[src/ccs_pkg.sv]
// Purpose: constants for the capacitive channel conversion setup block
// Assumes: 16-bit registers reached over a simple byte-addressed port
// Notes: offsets are register addresses as seen by the host
package ccs_pkg;
   // ------------------------------------------------------------
   // register offsets
   // ------------------------------------------------------------
   localparam logic [7:0] OFS_REF_COUNT_CH0 = 8'h08;
   localparam logic [7:0] OFS_SENSOR_DRIVE_CH0 = 8'h0E;
   localparam logic [7:0] OFS_SETTLING_INTERVAL_CH0 = 8'h10;
   localparam logic [7:0] OFS_FREQ_DIVIDER_CH0 = 8'h14;
   localparam logic [7:0] OFS_FAULT_REPORT_SETUP = 8'h19;
   localparam logic [7:0] OFS_MAIN_CONFIG = 8'h1A;
   // ------------------------------------------------------------
   // field positions
   // ------------------------------------------------------------
   localparam int FIN_SEL_LSB = 12;
   localparam int FIN_SEL_W = 2;
   localparam int FREF_DIV_W = 10;
   localparam int DRIVE_CODE_LSB = 11;
   localparam int DRIVE_CODE_W = 5;
   localparam int INIT_DRIVE_LSB = 6;
   localparam int INIT_DRIVE_W = 5;
   localparam int SLEEP_BIT = 13;
   localparam logic [1:0] FIN_SEL_DIV2 = 2'h2;
   // ------------------------------------------------------------
   // reset values
   // ------------------------------------------------------------
   localparam logic [15:0] RST_REF_COUNT = 16'h0080;
   localparam logic [15:0] RST_SENSOR_DRIVE = 16'h0000;
   localparam logic [15:0] RST_SETTLING = 16'h0000;
   localparam logic [15:0] RST_FREQ_DIVIDER = 16'h0000;
   localparam logic [15:0] RST_FAULT_REPORT = 16'h0000;
   localparam logic [15:0] RST_MAIN_CONFIG = 16'h2801;
   // ------------------------------------------------------------
   // timing
   // ------------------------------------------------------------
   localparam int PERIOD_MULT = 16;
   localparam int SWITCH_DELAY_NS = 1000;
   localparam int REF_PERIOD_NS = 25;
   localparam int SWITCH_DELAY_REFS = SWITCH_DELAY_NS / REF_PERIOD_NS;
   typedef enum logic [1:0] {ST_SLEEP, ST_SWITCH, ST_SETTLE, ST_CONVERT}
      ccs_state_e;
endpackage

[src/ccs_channel_setup.sv]
// Purpose: register file and conversion timing for one sensing channel
// Assumes: ref_clk_in and sensor_osc_in are async pins, sampled here
// Notes: reference and sensor clocks are counted as edges, not used as clocks
//
// How it works
// RL1: comes up asleep, no conversions
// RL2: select b10 halves the sensor input
// RL3: reference divided by divisor, 1 passes
// RL4: divider register packs select and divisor
// RL5: host keeps reference above four times sensor
// RL6: settling lasts settle count times 16 refs
// RL7: conversion lasts ref count times 16 divided refs
// RL8: switching delay before each settling
// RL9: settle count held at 0x10
// RL10: conversion count held at 0x08
// RL11: drive register holds code and initial drive
// RL12: fault reporting resets with all disabled
// RL13: host writes main configuration last
// RL14: clearing sleep bit starts conversions
// RL15: configuration writes accepted while asleep
`timescale 1ns/10ps
`default_nettype none
module ccs_channel_setup
(
   // clock and reset
   input wire logic sys_clk,
   input wire logic sys_rst,
   // register port
   input wire logic reg_wr,
   input wire logic reg_rd,
   input wire logic [7:0] reg_addr,
   input wire logic [15:0] reg_wdata,
   output logic [15:0] reg_rdata_r,
   output logic reg_refused_r,
   // sensor side pins
   input wire logic ref_clk_in,
   input wire logic sensor_osc_in,
   output logic [4:0] sensor_drive_code_r,
   output logic conv_active_r,
   output logic settling_r,
   output logic conv_done_r,
   output logic [27:0] sensor_count_r
);
   // ------------------------------------------------------------
   // registers
   // ------------------------------------------------------------
   logic [15:0] ref_count_ch0_r;
   logic [15:0] sensor_drive_ch0_r;
   logic [15:0] settling_interval_ch0_r;
   logic [15:0] freq_divider_ch0_r;
   logic [15:0] fault_report_setup_r;
   logic [15:0] main_config_r;
   ccs_pkg::ccs_state_e state_r;
   logic asleep;
   // configuration refused once awake; sleep control is always writable
   assign asleep = main_config_r[ccs_pkg::SLEEP_BIT];
   // RL15: writes accepted asleep
   // RL9: settle count storage
   // RL10: conversion count storage
   always_ff @(posedge sys_clk)
   begin
      if (sys_rst)
      begin
         ref_count_ch0_r <= ccs_pkg::RST_REF_COUNT;
         sensor_drive_ch0_r <= ccs_pkg::RST_SENSOR_DRIVE;
         settling_interval_ch0_r <= ccs_pkg::RST_SETTLING;
         freq_divider_ch0_r <= ccs_pkg::RST_FREQ_DIVIDER;
         // RL12: interrupts disabled
         fault_report_setup_r <= ccs_pkg::RST_FAULT_REPORT;
         // RL1: sleep after reset
         main_config_r <= ccs_pkg::RST_MAIN_CONFIG;
         reg_refused_r <= 1'b0;
      end
      else
      begin
         reg_refused_r <= 1'b0;
         if (reg_wr)
         begin
            if (reg_addr == ccs_pkg::OFS_MAIN_CONFIG)
               main_config_r <= reg_wdata;
            else if (!asleep)
               reg_refused_r <= 1'b1;
            else
            begin
               case (reg_addr)
                  ccs_pkg::OFS_REF_COUNT_CH0: ref_count_ch0_r <= reg_wdata;
                  ccs_pkg::OFS_SENSOR_DRIVE_CH0:
                     sensor_drive_ch0_r <= reg_wdata;
                  ccs_pkg::OFS_SETTLING_INTERVAL_CH0:
                     settling_interval_ch0_r <= reg_wdata;
                  // RL4: packed divider fields
                  ccs_pkg::OFS_FREQ_DIVIDER_CH0:
                     freq_divider_ch0_r <= reg_wdata;
                  ccs_pkg::OFS_FAULT_REPORT_SETUP:
                     fault_report_setup_r <= reg_wdata;
                  default: reg_refused_r <= 1'b1;
               endcase
            end
         end
      end
   end
   // ------------------------------------------------------------
   // read back
   // ------------------------------------------------------------
   always_ff @(posedge sys_clk)
   begin
      if (sys_rst)
         reg_rdata_r <= 16'h0000;
      else if (reg_rd)
      begin
         case (reg_addr)
            ccs_pkg::OFS_REF_COUNT_CH0: reg_rdata_r <= ref_count_ch0_r;
            ccs_pkg::OFS_SENSOR_DRIVE_CH0: reg_rdata_r <= sensor_drive_ch0_r;
            ccs_pkg::OFS_SETTLING_INTERVAL_CH0:
               reg_rdata_r <= settling_interval_ch0_r;
            ccs_pkg::OFS_FREQ_DIVIDER_CH0: reg_rdata_r <= freq_divider_ch0_r;
            ccs_pkg::OFS_FAULT_REPORT_SETUP:
               reg_rdata_r <= fault_report_setup_r;
            ccs_pkg::OFS_MAIN_CONFIG: reg_rdata_r <= main_config_r;
            default: reg_rdata_r <= 16'h0000;
         endcase
      end
   end
   // ------------------------------------------------------------
   // pin synchronisers and edge detect
   // ------------------------------------------------------------
   logic [2:0] ref_sync_r;
   logic [2:0] osc_sync_r;
   logic ref_level_r;
   logic osc_level_r;
   logic ref_rise;
   logic osc_rise;
   always_ff @(posedge sys_clk)
   begin
      if (sys_rst)
      begin
         ref_sync_r <= 3'h0;
         osc_sync_r <= 3'h0;
         ref_level_r <= 1'b0;
         osc_level_r <= 1'b0;
      end
      else
      begin
         ref_sync_r <= {ref_sync_r[1:0], ref_clk_in};
         osc_sync_r <= {osc_sync_r[1:0], sensor_osc_in};
         // stage 0 only feeds stage 1; filter looks at stages 1 and 2
         if (ref_sync_r[1] == ref_sync_r[2])
            ref_level_r <= ref_sync_r[2];
         if (osc_sync_r[1] == osc_sync_r[2])
            osc_level_r <= osc_sync_r[2];
      end
   end
   assign ref_rise = (ref_sync_r[1] == ref_sync_r[2]) && ref_sync_r[2]
      && !ref_level_r;
   assign osc_rise = (osc_sync_r[1] == osc_sync_r[2]) && osc_sync_r[2]
      && !osc_level_r;
   // ------------------------------------------------------------
   // reference divider and sensor input divide
   // ------------------------------------------------------------
   logic [9:0] fref_cnt_r;
   logic ref_tick_r;
   logic [9:0] divisor;
   assign divisor = freq_divider_ch0_r[ccs_pkg::FREF_DIV_W-1:0];
   // RL3: divide reference clock
   always_ff @(posedge sys_clk)
   begin
      if (sys_rst)
      begin
         fref_cnt_r <= 10'h000;
         ref_tick_r <= 1'b0;
      end
      else
      begin
         ref_tick_r <= 1'b0;
         // phase restarts so each conversion spans whole periods
         if (state_r != ccs_pkg::ST_CONVERT)
            fref_cnt_r <= 10'h000;
         else if (ref_rise)
         begin
            if (fref_cnt_r + 10'h001 >= divisor)
            begin
               fref_cnt_r <= 10'h000;
               ref_tick_r <= 1'b1;
            end
            else
               fref_cnt_r <= fref_cnt_r + 10'h001;
         end
      end
   end
   logic osc_half_r;
   logic osc_tick;
   // RL2: b10 divides sensor by two
   assign osc_tick = osc_rise &&
      ((freq_divider_ch0_r[ccs_pkg::FIN_SEL_LSB +: ccs_pkg::FIN_SEL_W]
        != ccs_pkg::FIN_SEL_DIV2) || osc_half_r);
   always_ff @(posedge sys_clk)
   begin
      if (sys_rst)
         osc_half_r <= 1'b0;
      else if (osc_rise)
         osc_half_r <= !osc_half_r;
   end
   // ------------------------------------------------------------
   // sequencer
   // ------------------------------------------------------------
   logic [19:0] len_cnt_r;
   logic [19:0] settle_len;
   logic [19:0] conv_len;
   // RL6: settle count times 16
   assign settle_len = {settling_interval_ch0_r, 4'h0};
   // RL7: ref count times 16
   assign conv_len = {ref_count_ch0_r, 4'h0};
   always_ff @(posedge sys_clk)
   begin
      if (sys_rst)
      begin
         state_r <= ccs_pkg::ST_SLEEP;
         len_cnt_r <= 20'h0_0000;
         conv_done_r <= 1'b0;
         sensor_count_r <= 28'h000_0000;
      end
      else
      begin
         conv_done_r <= 1'b0;
         // RL14: leaving sleep starts work
         if (asleep)
         begin
            state_r <= ccs_pkg::ST_SLEEP;
            len_cnt_r <= 20'h0_0000;
         end
         else
         begin
            case (state_r)
               ccs_pkg::ST_SLEEP:
               begin
                  state_r <= ccs_pkg::ST_SWITCH;
                  len_cnt_r <= 20'h0_0000;
               end
               // RL8: channel switching delay
               ccs_pkg::ST_SWITCH:
                  if (ref_rise)
                  begin
                     if (len_cnt_r + 20'h0_0001 >=
                        20'(ccs_pkg::SWITCH_DELAY_REFS))
                     begin
                        state_r <= ccs_pkg::ST_SETTLE;
                        len_cnt_r <= 20'h0_0000;
                     end
                     else
                        len_cnt_r <= len_cnt_r + 20'h0_0001;
                  end
               ccs_pkg::ST_SETTLE:
                  if (len_cnt_r >= settle_len)
                  begin
                     state_r <= ccs_pkg::ST_CONVERT;
                     len_cnt_r <= 20'h0_0000;
                     sensor_count_r <= 28'h000_0000;
                  end
                  else if (ref_rise)
                     len_cnt_r <= len_cnt_r + 20'h0_0001;
               ccs_pkg::ST_CONVERT:
               begin
                  if (osc_tick)
                     sensor_count_r <= sensor_count_r + 28'h000_0001;
                  if (len_cnt_r >= conv_len)
                  begin
                     conv_done_r <= 1'b1;
                     state_r <= ccs_pkg::ST_SWITCH;
                     len_cnt_r <= 20'h0_0000;
                  end
                  else if (ref_tick_r)
                     len_cnt_r <= len_cnt_r + 20'h0_0001;
               end
               default: state_r <= ccs_pkg::ST_SLEEP;
            endcase
         end
      end
   end
   // ------------------------------------------------------------
   // drive outputs
   // ------------------------------------------------------------
   always_ff @(posedge sys_clk)
   begin
      if (sys_rst)
      begin
         conv_active_r <= 1'b0;
         settling_r <= 1'b0;
         sensor_drive_code_r <= 5'h00;
      end
      else
      begin
         conv_active_r <= (state_r == ccs_pkg::ST_CONVERT);
         settling_r <= (state_r == ccs_pkg::ST_SETTLE);
         // RL11: drive code field
         sensor_drive_code_r <= sensor_drive_ch0_r[ccs_pkg::DRIVE_CODE_LSB
            +: ccs_pkg::DRIVE_CODE_W];
      end
   end
endmodule // ccs_channel_setup
`default_nettype wire

[config.mk]
export PLATFORM = sky130hd
export DESIGN_NAME = ccs_channel_setup
export DESIGN_NICKNAME = d
export VERILOG_FILES = /design/src/ccs_pkg.sv /design/src/ccs_channel_setup.sv
export SDC_FILE = /design/constraint.sdc
export NUM_CORES = 1
export LEC_CHECK = 0
export ABC_AREA = 1
export BUFFER_PORTS_ARGS = -buffer_cell sky130_fd_sc_hd__buf_2
export CAP_MARGIN = 20
export CORE_ASPECT_RATIO = 0.8
export CORE_MARGIN = 2
export CORE_UTILIZATION = 43
export DETAILED_ROUTE_END_ITERATION = 12
export SLEW_MARGIN = 40
export SYNTH_ARGS = -nofsm -noshare
export SYNTH_HDL_FRONTEND = slang
export SYNTH_SLANG_ARGS = --single-unit
export TNS_END_PERCENT = 30
[constraint.sdc]
create_clock -name sys_clk -period 2.8 [get_ports sys_clk]
set_input_delay 0.28 -clock sys_clk [delete_from_list [all_inputs] [get_ports sys_clk]]
set_output_delay 0.28 -clock sys_clk [all_outputs]
set_load 0.02 [all_outputs]
# Word-level counts from Yosys, hierarchy flattened
# Cells that the tools add are included.
[totals] output_inout_bits=53 regBits=191 input_bits=30 word_cells=101
[classes] bitwise_logic=5 n_reduce_logical=26 add_sub_neg=3 mux=21 eq_ne=20 magnitude_cmp=4
[ops] operator="$mux 20" count=6
[ops] operator="$pmux 16 s6" count=1
[ops] operator="$pmux 20 s4" count=1
[ops] operator="$mux 28" count=2
[ops] operator="$pmux 28 s2" count=1
[ops] operator="$ge 20x20->1" count=2
[ops] operator="$eq 8x5->1 const B" count=4
[ops] operator="$add 28x1->28 const B" count=1
[ops] operator="$reduce_and 4->1" count=7
[ops] operator="$add 20x1->20 const B" count=1
[ops] operator="$ge 20x6->1 const B" count=1
[ops] operator="$eq 8x4->1 const B" count=2
[ops] operator="$ne 2x2->1 const B" count=7
[ops] operator="$add 10x1->10 const B" count=1
[ops] operator="$ge 10x10->1" count=1
[ops] operator="$mux 10" count=1
[ops] operator="$reduce_or 3->1" count=3
[ops] operator="$mux 2" count=4
[ops] operator="$pmux 2 s4" count=1
[ops] operator="$ne 3x3->1 const B" count=2
[ops] operator="$logic_and 1x1->1" count=5
[ops] operator="$not 1->1" count=5
[ops] operator="$reduce_or 5->1" count=1
[ops] operator="$eq 2x2->1 const B" count=2
[ops] operator="other kinds (10)" count=17

# Depth between registers and ports, before layout
[logic_depth] ltp_word=6 depth_mapped=17 mapped_depth_nobuf=17

# Worst setup path after synthesis
# No wires, ideal clock.
[synth_timing] kind="reg2reg" from="reg fref_cnt_r[0]" to="reg fref_cnt_r[0]" path_buffers=0 stages_incl_launch_ff=18 slack_ps=251 arrival_time_ps=2464 required_time_ps=2714 setup_time_ps=86 path_cell_list="dfxtp_1 -> ha_1 -> nand2_1 -> nor2_1 -> inv_1 -> nor2_1 -> inv_1 -> nor2_1 -> a21oi_1 -> a21oi_1 -> ha_1 -> nand2_1 -> nor2_1 -> a211oi_1 -> nand4_1 -> nor2_1 -> nor2_1 -> a211oi_1"
[synth_via] elab_chain_len=3
[synth_lines] element="start: declaration" line="ccs_channel_setup.sv:160" text="logic [9:0] fref_cnt_r;"
[synth_lines] element="start signal: assignment" line="ccs_channel_setup.sv:186" text="fref_cnt_r <= fref_cnt_r + 10'h001;"
[synth_lines] element="$add 10x1->10 (*)" line="ccs_channel_setup.sv:180, ccs_channel_setup.sv:186"
[synth_lines] element="$ge 10x10->1" line="ccs_channel_setup.sv:180" text="if (fref_cnt_r + 10'h001 >= divisor)"
[synth_lines] element="$mux 10 (*)" line="ccs_channel_setup.sv:180"
# Every way passes the cells marked *; elsewhere a longest branch is shown, timed or not.
# A chain may end at the register's enable or synchronous reset.

# Worst setup path in the final report
[layout_timing] from="reg fref_cnt_r[0]" to="reg fref_cnt_r[4]"
# Same word-level chain as after synthesis.

==> results.json <==
{
  "cts.path.max_buffers": 2,
  "num_rows": 48,
  "crit_type": "flop to flop",
  "synth_edf_count": 0,
  "dr.pass1.iters": 5,
  "clk_pin_slew_worst_paths_ns": 0.07,
  "htree_levels": 4,
  "rrSetupSlack_ns": 0.22,
  "crit_buf_inv": 3,
  "synth_top_family_by_area": "compound AO/OA/AOI/OAI gates",
  "worst_r2r_endpoint": "fref_cnt_r[4]$_SDFFE_PP0P_",
  "synthDistinctLibCells": 45,
  "antenna_left": 0,
  "path_delay_family": "simple AND/OR/NAND/NOR gates",
  "slowest_delay_ns": 0.37,
  "antenna_cells": 0,
  "drive_gt1_frac": 0.135,
  "crit_path_end": "fref_cnt_r[4]$_SDFFE_PP0P_",
  "yosys_warnings": 0,
  "path_max_fanout": 5,
  "nets": 1488,
  "syn_avg_cell_area_um2": 7.23,
  "yosys.area.top_type": "dfxtp_1",
  "die_h_um": 138,
  "run_status": "completed",
  "synthSimpleGateAreaFrac": 0.196,
  "fin_util": 0.510,
  "netlist_instances": 1328,
  "setup_viol": 0,
  "path_cells": "ha_2 -> nand2_1 -> nor2_1 -> inv_1 -> nor2_2 -> inv_1 -> nor2_2 -> a21oi_1 -> a21oi_2 -> ha_1 -> nand2_1 -> nor2_1 -> a211oi_2 -> nand4_1 -> nor2_2 -> buf_2 -> nand2_1 -> a21oi_1",
  "skew_ns": 0.00956,
  "cp.required_ns": 3.16,
  "netlist_area_um2": 9610,
  "grt_pass1_vias": 8422,
  "initial_core_util": 0.442,
  "numCtsBuffers": 17,
  "io_pins": 83,
  "hold_path_class": "input port to flop",
  "synth_fa_ha_area_frac": 0.0690,
  "drc_errors": 0,
  "coreArea_um2": 21700,
  "netlist_top_cells_area": "dfxtp_1, a21oi_1, nand2_1, o21ai_0, ha_1",
  "reg2reg_depth": 18,
  "synthMuxAreaShare": 0,
  "dpl-instance-area_um2": 10400,
  "ir_worst_vdd_mv": 0.342,
  "die_w_um": 171,
  "ys_async_sr_fraction": 0,
  "wl_per_cell_um": 16.0,
  "synth_fp_nets": 1411,
  "relSlewSlack": 0.566,
  "cap_violations": 0,
  "routed_via_density": 5.26,
  "insertion_delay_ns": 0.44,
  "crit_path_start": "fref_cnt_r[0]$_SDFFE_PP0P_",
  "cpMaxStageDelayCell": "dfxtp_2",
  "synth_flop_cell": "dfxtp_1",
  "hold_viol": 0,
  "via_count": 9038,
  "synth_common_cells": "nand2_1, dfxtp_1, a21oi_1",
  "drt_iter0_drc": 746,
  "power.leakage_nw": 4.64,
  "area_delta_synth_final_pct": 15.4,
  "fmax_mhz": 387,
  "cts_tree": "built",
  "min_period_ns": 2.58,
  "grtUsageTotal": 0.242,
  "synth-seq-area-share": 0.398,
  "die-area_um2": 23600,
  "synth.most_common_cell": "nand2_1",
  "grt_max_degree": 111,
  "cp-start-kind": "flop",
  "end_kind": "flop",
  "fin_setup_tns_ns": 0,
  "gp_congestion": 0.871,
  "antenna_found_initial": 0,
  "fin_hold_ws_ns": 0.0399,
  "period_share": 0.923,
  "ctsHoldBuffers": 0,
  "power_density_nw_per_um2": 494,
  "hpwl_um": 19600,
  "synth_xor_area_frac": 0.0164,
  "grt_pass1_wl_um": 44500,
  "stdcell_area_um2": 11100,
  "cts.sinks": 191,
  "cp.arrival_ns": 2.95,
  "slew_viol_final": 0,
  "gr-total-overflow": 0,
  "worstMarginPinSlew_ns": 0.650,
  "synth_compound_area_frac": 0.225,
  "port_buffers": 82,
  "netlist.area_leader.share": 0.398,
  "r2r_start": "fref_cnt_r[0]$_SDFFE_PP0P_",
  "cts_root_buf": "clkbuf_16",
  "drt-total-wl_um": 27500,
  "yosys_register_bits": 191,
  "path_depth": 18
}
report_power, final:
group	switching [mW]	total, mW	internal, mW
Clock	1.12	2.53	1.42
Combinational	0.138	0.200	0.0620
Sequential	0.0104	2.75	2.73
Total	1.26	5.48	4.22
layout make-up:
class	instances	area, µm²
clock inverter	10	126
multi-input combinational	900	4920
sequential	191	3820
tap	300	375
fill	2176	10700
timing repair buffer	117	696
clock buffer	21	480
inverter	178	668
metrics by stage:
step | std cells | power, mW | setup slack [ns]
2_1_floorplan | 1328 | 2.92 | 0.251
4_1_cts | 1715 | 5.53 | 0.0373
3_3_place_gp | 1684 | 3.01 | 0.184
5_1_grt | 1717 | 5.66 | -0.0111
6_report | 1717 | 5.48 | 0.216
3_5_place_dp | 1684 | 3.01 | 0.109
cells in the final DEF (no fill, tap or decap), drive strengths merged, types with 3 or more instances in the layout:
cell        n
nand2     212
dfxtp     191
a21oi     185
inv       180
o21ai     153
nor2      125
buf       117
ha         53
nand3      37
nand4      21
clkbuf     21
a221oi     19
nor3       17
xor2       14
o211ai     13
nor4        7
xnor2       4
o221ai      4
o2111ai     4
o21a        4
a31oi       4
a22oi       4
and3        3
nand3b      3
clkinvlp    3
a211oi      3
clkinv      3
state kept, by name (all words and copies together), names as in the netlist, 2 cells and up:
signal,flops
fault_report_setup_r,16
fref_cnt_r,10
freq_divider_ch0_r,16
len_cnt_r,20
main_config_r,16
osc_sync_r,3
ref_count_ch0_r,16
ref_sync_r,3
reg_rdata_r,16
sensor_count_r,28
sensor_drive_ch0_r,16
sensor_drive_code_r,5
settling_interval_ch0_r,16
state_r,2
tightest hold or removal path: stages:
cell	delay [ns]
buf_2	0.07
inv_1	0.03
nor2_1	0.06
metal layers:
metal	up-vias	share of wire	track usage
li1	4596	-	-
met1	4152	0.49	0.352
met2	265	0.43	0.365
met3	25	0.067	0.0468
met4	0	0.012	0.0589
met5	-	0	0
timing repair:
action | CTS | global route
resized for setup | 0 | 12
setup buffers | 0 | 1
setup endpoints to repair | 0 | 10
how the worst min path moves through the flow:
stage	cells past startpoint	to	start	slack, ns
final	3	ref_sync_r[0]$_SDFF_PP0_	ref_clk_in	0.04
after global routing	3	ref_sync_r[0]$_SDFF_PP0_	ref_clk_in	0.03
after CTS	3	ref_sync_r[0]$_SDFF_PP0_	ref_clk_in	0.03
after detailed placement	2	ref_sync_r[1]$_SDFF_PP0_	ref_sync_r[0]$_SDFF_PP0_	0.41
after global placement	2	osc_sync_r[1]$_SDFF_PP0_	osc_sync_r[0]$_SDFF_PP0_	0.40
after floorplan	2	osc_sync_r[0]$_SDFF_PP0_	sensor_osc_in	0.39
logic make-up (layout without fill, tap and decap cells):
kind of cell / after synthesis / in the layout
compound gates: 397 / 397
xor+xnor: 18 / 18
fa+ha+maj: 53 / 53
buf+inv: 237 / 326
flops: 191 / 191
simple gates: 432 / 432
Power figures use the tool's default switching activity.
